`src/verilog/exec_pkg.sv`:
```
// Shared constants and types for the add, and, bit-clear and branch execution unit
package exec_pkg;

   // ***************************************************************
   // Widths
   // ***************************************************************
   localparam int unsigned DATA_W = 8; // Data path width
   localparam int unsigned ADDR_W = 12; // Data memory address width
   localparam int unsigned PC_W = 21; // Program counter width

   // ***************************************************************
   // Opcode patterns on the upper byte of the instruction word
   // ***************************************************************
   localparam logic [5:0] ADD_ACC_CARRY_TO_FILE_OP = 6'h08; // 0010 00da
   localparam logic [7:0] AND_LITERAL_INTO_ACC_OP = 8'h0b; // 0000 1011
   localparam logic [5:0] AND_ACC_WITH_FILE_OP = 6'h05; // 0001 01da
   localparam logic [7:0] BRANCH_ON_CARRY_SET_OP = 8'he2; // 1110 0010
   localparam logic [7:0] BRANCH_ON_NEGATIVE_OP = 8'he6; // 1110 0110
   localparam logic [7:0] BRANCH_ON_CARRY_CLEAR_OP = 8'he3; // 1110 0011
   localparam logic [3:0] BIT_CLEAR_IN_FILE_OP = 4'h9; // 1001 bbba

   // ***************************************************************
   // Instruction field positions
   // ***************************************************************
   localparam int unsigned DEST_BIT = 9; // d: 0 to accumulator, 1 to file
   localparam int unsigned ACCESS_BIT = 8; // a: 0 access bank, 1 banked
   localparam int unsigned BIT_IDX_LSB = 9; // bbb field of bit clear

   // ***************************************************************
   // Addressing constants
   // ***************************************************************
   localparam logic [7:0] INDEXED_MAX_F = 8'h5f; // Highest f using indexed offset
   localparam logic [7:0] ACCESS_SPLIT = 8'h60; // Access bank low/high split
   localparam logic [3:0] ACCESS_HIGH_BANK = 4'hf; // Bank of upper access half

   // ***************************************************************
   // Status register layout and reset values
   // ***************************************************************
   localparam int unsigned STAT_C = 0; // Carry
   localparam int unsigned STAT_DC = 1; // Digit carry
   localparam int unsigned STAT_Z = 2; // Zero
   localparam int unsigned STAT_OV = 3; // Overflow
   localparam int unsigned STAT_N = 4; // Negative
   localparam logic [4:0] STATUS_RST = 5'h00; // Flags after reset
   localparam logic [7:0] ACC_RST = 8'h00; // Accumulator after reset
   localparam logic [20:0] PC_RST = 21'h000000; // Program counter after reset
   localparam logic [20:0] PC_STEP = 21'h000002; // Bytes per instruction word

   // ***************************************************************
   // Types
   // ***************************************************************
   typedef enum logic [8:0] {
      ST_IDLE = 9'h001,
      ST_Q1 = 9'h002,
      ST_Q2 = 9'h004,
      ST_Q3 = 9'h008,
      ST_Q4 = 9'h010,
      ST_N1 = 9'h020,
      ST_N2 = 9'h040,
      ST_N3 = 9'h080,
      ST_N4 = 9'h100
   } seq_state_t;

   typedef enum logic [2:0] {
      OP_ADDC = 3'h0,
      OP_ANDL = 3'h1,
      OP_ANDF = 3'h2,
      OP_BC = 3'h3,
      OP_BN = 3'h4,
      OP_BNC = 3'h5,
      OP_BCLR = 3'h6,
      OP_BAD = 3'h7
   } op_t;

endpackage

```
`src/verilog/exec_unit.sv`:
```
// Execution unit for add-with-carry, and, bit-clear and conditional branches
`timescale 1ns/1ps
`default_nettype none

// Operation
// - Decode 0010 00da as add acc+carry to file
// - Sum acc, file, carry; update N OV C DC Z
// - Destination bit picks accumulator or file
// - Access bit picks access bank or banked
// - Extended mode, a=0, f<=95: indexed offset
// - 0000 1011 ands literal into acc; N, Z
// - 0001 01da ands acc with file to dest
// - Taken branch target: pc+2+twice signed offset
// - Branch one cycle, taken two; flags kept
// - 1110 0010 branches when carry set
// - 1110 0110 branches when negative set
// - 1110 0011 branches when carry clear
// - 1001 bbba clears one file bit, no flags
module exec_unit (
   input wire logic i_core_clk,
   input wire logic i_rst_n,
   input wire logic i_instr_valid, // Instruction offered
   input wire logic [15:0] i_instr, // Instruction word
   input wire logic [3:0] i_bsr, // Bank select register contents
   input wire logic i_ext_en, // Extended instruction set enabled
   input wire logic [11:0] i_index_base, // Base for indexed literal offset
   input wire logic [7:0] i_mem_rdata, // File read data, cycle after read
   output logic o_ready, // Unit idle, may take an instruction
   output logic [11:0] o_mem_addr, // File address
   output logic o_mem_rd, // File read strobe
   output logic o_mem_wr, // File write strobe
   output logic [7:0] o_mem_wdata, // File write data
   output logic [7:0] o_acc, // Working accumulator
   output logic [4:0] o_status, // Flags N OV Z DC C
   output logic [20:0] o_pc, // Program counter
   output logic o_done, // Instruction retired
   output logic o_illegal // Word not handled by this unit
);

   // ***************************************************************
   // Helper functions
   // ***************************************************************

   // Data address from access bit, file field and mode
   function automatic logic [11:0] file_addr(input logic a, input logic [7:0] f,
                                             input logic [3:0] bank_select_register, input logic ext,
                                             input logic [11:0] base);
      logic [11:0] r;
      r = {4'h0, f};
      if (a) begin
         r = {bank_select_register, f};
      end else if (ext && (f <= exec_pkg::INDEXED_MAX_F)) begin
         r = base + {4'h0, f};
      end else if (f >= exec_pkg::ACCESS_SPLIT) begin
         r = {exec_pkg::ACCESS_HIGH_BANK, f};
      end
      return r;
   endfunction

   // Replace N and Z of a status word from a result
   function automatic logic [4:0] nz_flags(input logic [4:0] st, input logic [7:0] res);
      logic [4:0] r;
      r = st;
      r[exec_pkg::STAT_N] = res[7];
      r[exec_pkg::STAT_Z] = (res == 8'h00);
      return r;
   endfunction

   // ***************************************************************
   // State
   // ***************************************************************
   exec_pkg::seq_state_t state_reg, state_next; // Phase sequencer
   exec_pkg::op_t op_reg, op_next; // Decoded operation
   logic [15:0] instr_reg, instr_next; // Held instruction word
   logic [11:0] addr_reg, addr_next; // File address
   logic rd_reg, rd_next; // Read strobe
   logic wr_reg, wr_next; // Write strobe
   logic [7:0] wdata_reg, wdata_next; // Write data
   logic [7:0] result_reg, result_next; // Result of process phase
   logic [4:0] flags_new_reg, flags_new_next; // Flags from process phase
   logic taken_reg, taken_next; // Branch condition met
   logic [7:0] acc_reg, acc_next; // Working accumulator
   logic [4:0] status_reg, status_next; // Status flags
   logic [20:0] pc_reg, pc_next; // Program counter
   logic ready_reg, ready_next; // Idle indication
   logic done_reg, done_next; // Retire pulse
   logic illegal_reg, illegal_next; // Unknown word pulse

   // ***************************************************************
   // Decode helpers
   // ***************************************************************
   logic [7:0] hi; // Upper byte of held word
   logic [7:0] lo; // Lower byte: file field, literal or offset
   logic dest_file; // Result goes to the file
   logic [8:0] sum; // Add with carry, ninth bit is carry out
   logic [4:0] nib_sum; // Low nibble sum for digit carry
   logic [20:0] branch_ofs; // Sign extended doubled offset

   assign hi = instr_reg[15:8];
   assign lo = instr_reg[7:0];
   assign dest_file = instr_reg[exec_pkg::DEST_BIT];
   assign sum = {1'b0, acc_reg} + {1'b0, i_mem_rdata}
                + {8'h00, status_reg[exec_pkg::STAT_C]};
   assign nib_sum = {1'b0, acc_reg[3:0]} + {1'b0, i_mem_rdata[3:0]}
                    + {4'h0, status_reg[exec_pkg::STAT_C]};
   assign branch_ofs = {{12{lo[7]}}, lo, 1'b0};

   // ***************************************************************
   // Sequencer: next state and handshake
   // ***************************************************************
   // Phases run one per clock; a taken branch adds four idle phases
   always_comb begin
      state_next = state_reg;
      ready_next = 1'b0;
      done_next = 1'b0;
      case (state_reg)
         exec_pkg::ST_IDLE: begin
            if (i_instr_valid) begin
               state_next = exec_pkg::ST_Q1;
            end else begin
               ready_next = 1'b1;
            end
         end
         exec_pkg::ST_Q1: state_next = exec_pkg::ST_Q2; // Decode
         exec_pkg::ST_Q2: state_next = exec_pkg::ST_Q3; // Read operand
         exec_pkg::ST_Q3: state_next = exec_pkg::ST_Q4; // Process data
         exec_pkg::ST_Q4: begin
            // Write phase; a taken branch needs a second cycle
            if (taken_reg) begin
               state_next = exec_pkg::ST_N1;
            end else begin
               state_next = exec_pkg::ST_IDLE;
               ready_next = 1'b1;
               done_next = 1'b1;
            end
         end
         exec_pkg::ST_N1: state_next = exec_pkg::ST_N2; // No operation
         exec_pkg::ST_N2: state_next = exec_pkg::ST_N3;
         exec_pkg::ST_N3: state_next = exec_pkg::ST_N4;
         exec_pkg::ST_N4: begin
            state_next = exec_pkg::ST_IDLE;
            ready_next = 1'b1;
            done_next = 1'b1;
         end
         default: begin
            // Illegal encoding recovers to idle
            state_next = exec_pkg::ST_IDLE;
            ready_next = 1'b1;
         end
      endcase
   end

   // Sequencer registers
   always_ff @(posedge i_core_clk or negedge i_rst_n) begin
      if (!i_rst_n) begin
         state_reg <= exec_pkg::ST_IDLE;
         ready_reg <= 1'b1;
         done_reg <= 1'b0;
      end else begin
         state_reg <= state_next;
         ready_reg <= ready_next;
         done_reg <= done_next;
      end
   end

   // ***************************************************************
   // Data path: decode, operand, result, architectural state
   // ***************************************************************
   // Every phase only touches its own part; pc steps in Q1, acc, flags and any branch target are committed in Q4
   always_comb begin
      instr_next = instr_reg;
      op_next = op_reg;
      addr_next = addr_reg;
      rd_next = 1'b0;
      wr_next = 1'b0;
      wdata_next = wdata_reg;
      result_next = result_reg;
      flags_new_next = flags_new_reg;
      taken_next = taken_reg;
      acc_next = acc_reg;
      status_next = status_reg;
      pc_next = pc_reg;
      illegal_next = 1'b0;
      case (state_reg)
         exec_pkg::ST_IDLE: begin
            // Word taken only while idle
            if (i_instr_valid) begin
               instr_next = i_instr;
            end
         end
         exec_pkg::ST_Q1: begin
            // Decode and step past the fetched word
            taken_next = 1'b0;
            pc_next = pc_reg + exec_pkg::PC_STEP;
            addr_next = file_addr(instr_reg[exec_pkg::ACCESS_BIT], lo, i_bsr,
                                  i_ext_en, i_index_base);
            if (hi[7:2] == exec_pkg::ADD_ACC_CARRY_TO_FILE_OP) begin
               op_next = exec_pkg::OP_ADDC;
            end else if (hi == exec_pkg::AND_LITERAL_INTO_ACC_OP) begin
               op_next = exec_pkg::OP_ANDL;
            end else if (hi[7:2] == exec_pkg::AND_ACC_WITH_FILE_OP) begin
               op_next = exec_pkg::OP_ANDF;
            end else if (hi == exec_pkg::BRANCH_ON_CARRY_SET_OP) begin
               op_next = exec_pkg::OP_BC;
            end else if (hi == exec_pkg::BRANCH_ON_NEGATIVE_OP) begin
               op_next = exec_pkg::OP_BN;
            end else if (hi == exec_pkg::BRANCH_ON_CARRY_CLEAR_OP) begin
               op_next = exec_pkg::OP_BNC;
            end else if (hi[7:4] == exec_pkg::BIT_CLEAR_IN_FILE_OP) begin
               op_next = exec_pkg::OP_BCLR;
            end else begin
               // Not ours: runs as a one cycle no-operation
               op_next = exec_pkg::OP_BAD;
            end
         end
         exec_pkg::ST_Q2: begin
            // Read phase: the file read strobe was raised on entry, see below
            if (op_reg == exec_pkg::OP_BAD) begin
               illegal_next = 1'b1;
            end
         end
         exec_pkg::ST_Q3: begin
            // Process phase, file data arrives now
            flags_new_next = status_reg; // Kept unless the operation sets them
            case (op_reg)
               exec_pkg::OP_ADDC: begin
                  result_next = sum[7:0];
                  flags_new_next = nz_flags(status_reg, sum[7:0]);
                  flags_new_next[exec_pkg::STAT_C] = sum[8];
                  flags_new_next[exec_pkg::STAT_DC] = nib_sum[4];
                  flags_new_next[exec_pkg::STAT_OV] = (acc_reg[7] == i_mem_rdata[7])
                                                      && (sum[7] != acc_reg[7]);
               end
               exec_pkg::OP_ANDL: begin
                  result_next = acc_reg & lo;
                  flags_new_next = nz_flags(status_reg, acc_reg & lo);
               end
               exec_pkg::OP_ANDF: begin
                  result_next = acc_reg & i_mem_rdata;
                  flags_new_next = nz_flags(status_reg, acc_reg & i_mem_rdata);
               end
               exec_pkg::OP_BCLR: begin
                  result_next = i_mem_rdata
                                & ~(8'h01 << instr_reg[exec_pkg::BIT_IDX_LSB +: 3]);
               end
               exec_pkg::OP_BC: taken_next = status_reg[exec_pkg::STAT_C];
               exec_pkg::OP_BN: taken_next = status_reg[exec_pkg::STAT_N];
               exec_pkg::OP_BNC: taken_next = !status_reg[exec_pkg::STAT_C];
               default: result_next = result_reg;
            endcase
            // Write strobe prepared for the write phase
            if ((op_reg == exec_pkg::OP_BCLR) ||
                (dest_file && ((op_reg == exec_pkg::OP_ADDC) ||
                               (op_reg == exec_pkg::OP_ANDF)))) begin
               wr_next = 1'b1;
               wdata_next = result_next; // Same value the result register takes
            end
         end
         exec_pkg::ST_Q4: begin
            // Write phase
            status_next = flags_new_reg;
            if ((op_reg == exec_pkg::OP_ANDL) ||
                (!dest_file && ((op_reg == exec_pkg::OP_ADDC) ||
                                (op_reg == exec_pkg::OP_ANDF)))) begin
               acc_next = result_reg;
            end
            if (taken_reg) begin
               pc_next = pc_reg + branch_ofs;
            end
         end
         default: begin
            // No-operation phases change nothing
         end
      endcase
      // Read strobe issued on entry to the read phase
      if ((state_reg == exec_pkg::ST_Q1) &&
          ((hi[7:2] == exec_pkg::ADD_ACC_CARRY_TO_FILE_OP) ||
           (hi[7:2] == exec_pkg::AND_ACC_WITH_FILE_OP) ||
           (hi[7:4] == exec_pkg::BIT_CLEAR_IN_FILE_OP))) begin
         rd_next = 1'b1;
      end
   end

   // Data path registers
   always_ff @(posedge i_core_clk or negedge i_rst_n) begin
      if (!i_rst_n) begin
         instr_reg <= 16'h0000;
         op_reg <= exec_pkg::OP_BAD;
         addr_reg <= 12'h000;
         rd_reg <= 1'b0;
         wr_reg <= 1'b0;
         wdata_reg <= 8'h00;
         result_reg <= 8'h00;
         flags_new_reg <= exec_pkg::STATUS_RST;
         taken_reg <= 1'b0;
         acc_reg <= exec_pkg::ACC_RST;
         status_reg <= exec_pkg::STATUS_RST;
         pc_reg <= exec_pkg::PC_RST;
         illegal_reg <= 1'b0;
      end else begin
         instr_reg <= instr_next;
         op_reg <= op_next;
         addr_reg <= addr_next;
         rd_reg <= rd_next;
         wr_reg <= wr_next;
         wdata_reg <= wdata_next;
         result_reg <= result_next;
         flags_new_reg <= flags_new_next;
         taken_reg <= taken_next;
         acc_reg <= acc_next;
         status_reg <= status_next;
         pc_reg <= pc_next;
         illegal_reg <= illegal_next;
      end
   end

   // ***************************************************************
   // Outputs, all straight from flip-flops
   // ***************************************************************
   assign o_ready = ready_reg;
   assign o_mem_addr = addr_reg;
   assign o_mem_rd = rd_reg;
   assign o_mem_wr = wr_reg;
   assign o_mem_wdata = wdata_reg;
   assign o_acc = acc_reg;
   assign o_status = status_reg;
   assign o_pc = pc_reg;
   assign o_done = done_reg;
   assign o_illegal = illegal_reg;

endmodule

`default_nettype wire

```
`config.mk`:
```
export PLATFORM = sky130hd
export DESIGN_NAME = exec_unit
export DESIGN_NICKNAME = d
export VERILOG_FILES = /design/src/verilog/exec_pkg.sv /design/src/verilog/exec_unit.sv
export SDC_FILE = /design/constraint.sdc
export NUM_CORES = 1
export LEC_CHECK = 0
export BUFFER_PORTS_ARGS = -buffer_cell sky130_fd_sc_hd__buf_2
export CAP_MARGIN = 30
export CORE_MARGIN = 8
export CORE_UTILIZATION = 35
export DETAILED_ROUTE_END_ITERATION = 8
export PLACE_DENSITY = 0.66
export REMOVE_ABC_BUFFERS = 1
export SYNTH_ARGS = -nofsm -noshare
export SYNTH_HDL_FRONTEND = slang
export SYNTH_SLANG_ARGS = --single-unit
```
`constraint.sdc`:
```
create_clock -name i_core_clk -period 3.72 [get_ports i_core_clk]
set_input_delay 0.186 -clock i_core_clk [delete_from_list [all_inputs] [get_ports i_core_clk]]
set_output_delay 0.186 -clock i_core_clk [all_outputs]
set_load 0.01 [all_outputs]
```
==> results_dict.tcl <==
set metrics [dict create \
    path_class "flip-flop to flip-flop" \
    grt_pass1_vias 5433 \
    io_pins 103 \
    row_count 48 \
    p_leak_nw 3.468 \
    critPathCaptureType "flip-flop" \
    yosys.area.top_type_share_pct 39.00 \
    ys.flop_type "dfrtp_1" \
    port_buffers 101 \
    pwr-share-clk_pct 20.6 \
    firstDrtPassIters 5 \
    critPathRequiredTime_ns 4.00 \
    setup_slack_ns 0.2755 \
    clock-sinks 100 \
    min_period_ns 3.445 \
    status "complete, no violations" \
    startpoint_type "flip-flop" \
    cts_buffers 9 \
    yosys_register_bits 100 \
    fin_crit_sh_pct 92.59 \
    cap_viol_max_count 0 \
    clk_latency_ns 0.35 \
    clockRootBuffer "clkbuf_16" \
    ys_async_sr_fraction_pct 100.0 \
    report.final.slew_viol_count 0 \
    cp_max_fo 10 \
    overflow 0 \
    drt_iter0_drc 324 \
    maxSlewHeadroom_pct 49.42 \
    place_congestion 0.9316 \
    core-area_um2 17180 \
    seq_area_frac_synth_pct 41.15 \
    final_cells 1021 \
    cts.clk_slew.worst_paths_ns 0.07 \
    yosysMostFrequentCell "nand2_1" \
    die_w_um 148.0 \
    hold_viol 0 \
    grt_pass1_wl_um 27970 \
    dpl_worst_slack_ns 0.1345 \
    nets 864 \
    rsz0062_at_grt "false" \
    yosysTopAreaCell "dfrtp_1" \
    synthToLayoutAreaGrowth_pct 17.69 \
    grt_max_degree 45 \
    combPwrFrac_pct 39.5 \
    swShare_pct 41.86 \
    power_density_nw_per_um2 610.0 \
    p_seq_share_pct 40.0 \
    viasPerCell 5.245 \
    setup_violations 0 \
    cp.arrival_ns 3.72 \
    grt_use_total_pct 15.89 \
    syn_area_um2 6096 \
    synth-edff-count 0 \
    ys_types 66 \
    avgSynthCellArea_um2 8.771 \
    tns_ns 0 \
    ys_top_cells_by_count "nand2_1, dfrtp_1, nor2_1" \
    antennaDiodeCount 0 \
    syn_inst 695 \
    vias 5355 \
    final_layout_size_suffix_gt1_share_pct 20.98 \
    drt_wl_total_um 16960 \
    clockBufferDepth 2 \
    die_h_um 148.0 \
    netlist_top_cells_area "dfrtp_1, nand2_1, ha_1" \
    routedWlPerCell_um 16.61 \
    cts_tree "yes" \
    power.switching_mw 1.832 \
    fill_cells 1787 \
    hpwl_um 12850 \
    fmaxAchievable_mhz 290.3 \
    ant_nets 0 \
    antenna_found_initial 1 \
    hp-class "input pin to flip-flop" \
    drc 0 \
    yosys_warnings 0 \
    tightest_slew_ns 0.7395 \
    dp.cells 1003 \
    finalClockSkew_ns 0.006474 \
    finish.utilization_pct 41.77 \
    max-vdd-ir-drop_uv 354.1 \
    cts_max_level 3 \
    initial_core_util_pct 35.49 \
    intPower_mw 2.544 \
    dieArea_um2 21900 \
    largest_reg_flops 20 \
]
==> path summary, 6_finish.rpt <==
kind / from / end / slack, ns / cells past startpoint
hold / removal: i_instr[8] / instr_reg[8] / 0.02 / 3
setup reg to reg: state_reg[3] / o_pc[11] / 0.28 / 13
max in group asynchronous: i_rst_n / op_reg[1] / 2.51 / 3
setup / recovery: state_reg[3] / o_pc[11] / 0.28 / 13
hold reg to reg: o_pc[20] / o_pc[20] / 0.46 / 1
min in group asynchronous: i_rst_n / o_status[1] / 0.37 / 2
==> logic make-up after synthesis <==
| group | share of synthesized area, % |
|---|---|
| AO/OA/AOI/OAI | 17.00 |
| XOR/XNOR | 4.741 |
| adder cells (fa/ha/maj) | 6.445 |
| buffers and inverters | 3.469 |
| flip-flops | 41.15 |
| multiplexers | 4.516 |
| other | 0.06152 |
| AND/OR/NAND/NOR | 22.62 |
==> repair_timing <==
action | in CTS | in global routing
buffers inserted | 0 | 1
resized for setup | 0 | 3
hold buffers | 1 | 0
hold endpoints to repair | 40 | 0
setup endpoints to repair | 0 | 12
==> routing by layer <==
layer | vias to the layer above | global-route usage, % | part of all wire, %
met5 | - | 0 | 0.047
met4 | 2 | 5.864 | 1.9
met3 | 21 | 3.485 | 5.0
met2 | 148 | 25.27 | 46
met1 | 2536 | 20.75 | 47
li1 | 2648 | - | -
==> per-stage QoR <==
step	hold WS, ns	total power, mW	area, µm²
floorplan	-0.1096	2.839	5974
global placement	0.2298	3.468	6862
detailed placement	0.2350	3.498	6862
CTS	0.009580	4.417	7148
global route	0.03049	4.728	7174
finish	0.01934	4.376	7174
==> worst max-delay path: stages, from the launching register on <==
cell and delay (ns):
dfrtp_1 0.46, nor4_2 0.33, nand2_1 0.18, nor3b_4 0.33, nand2_1 0.14, fa_1 0.44, nor2b_1 0.12, o21ai_0 0.11
a21boi_0 0.37, o221ai_1 0.19, buf_4 0.20, nand4b_1 0.17, a21oi_1 0.19, xor2_1 0.15
==> final cells by class <==
cell class / count / area, µm² / share of cell area, %
clock buffers: 9 / 225.2 / 3.139
flip-flops and latches: 100 / 2509 / 34.97
multi-input cells: 540 / 3395 / 47.31
well taps: 225 / 281.5 / 3.924
clock inverters: 7 / 51.30 / 0.7150
repair buffers: 116 / 623.1 / 8.685
inverters: 24 / 90.09 / 1.256
==> power by group through the flow <==
stage          combinational, mW  sequential [mW]  clock (mW)
6_report                    1.73             1.75       0.900
5_1_grt                     1.96             1.80       0.967
4_1_cts                     1.74             1.75       0.926
3_5_place_dp                1.73             1.77           0
3_3_place_gp                1.71             1.76           0
2_1_floorplan               1.12             1.72           0
==> cell usage in the layout, fill, tap and decap left out, types with 12 or more instances in the layout <==
master / instances
nand2_1: 118
buf_2: 100
dfrtp_1: 95
nor2_1: 57
o21ai_0: 55
a21oi_1: 33
ha_1: 25
inv_1: 22
xnor2_1: 22
mux2_2: 20
nor3_1: 18
nor2b_1: 18
buf_4: 15
nand2b_1: 12
Note: power is estimated with default switching activity, not from simulation.
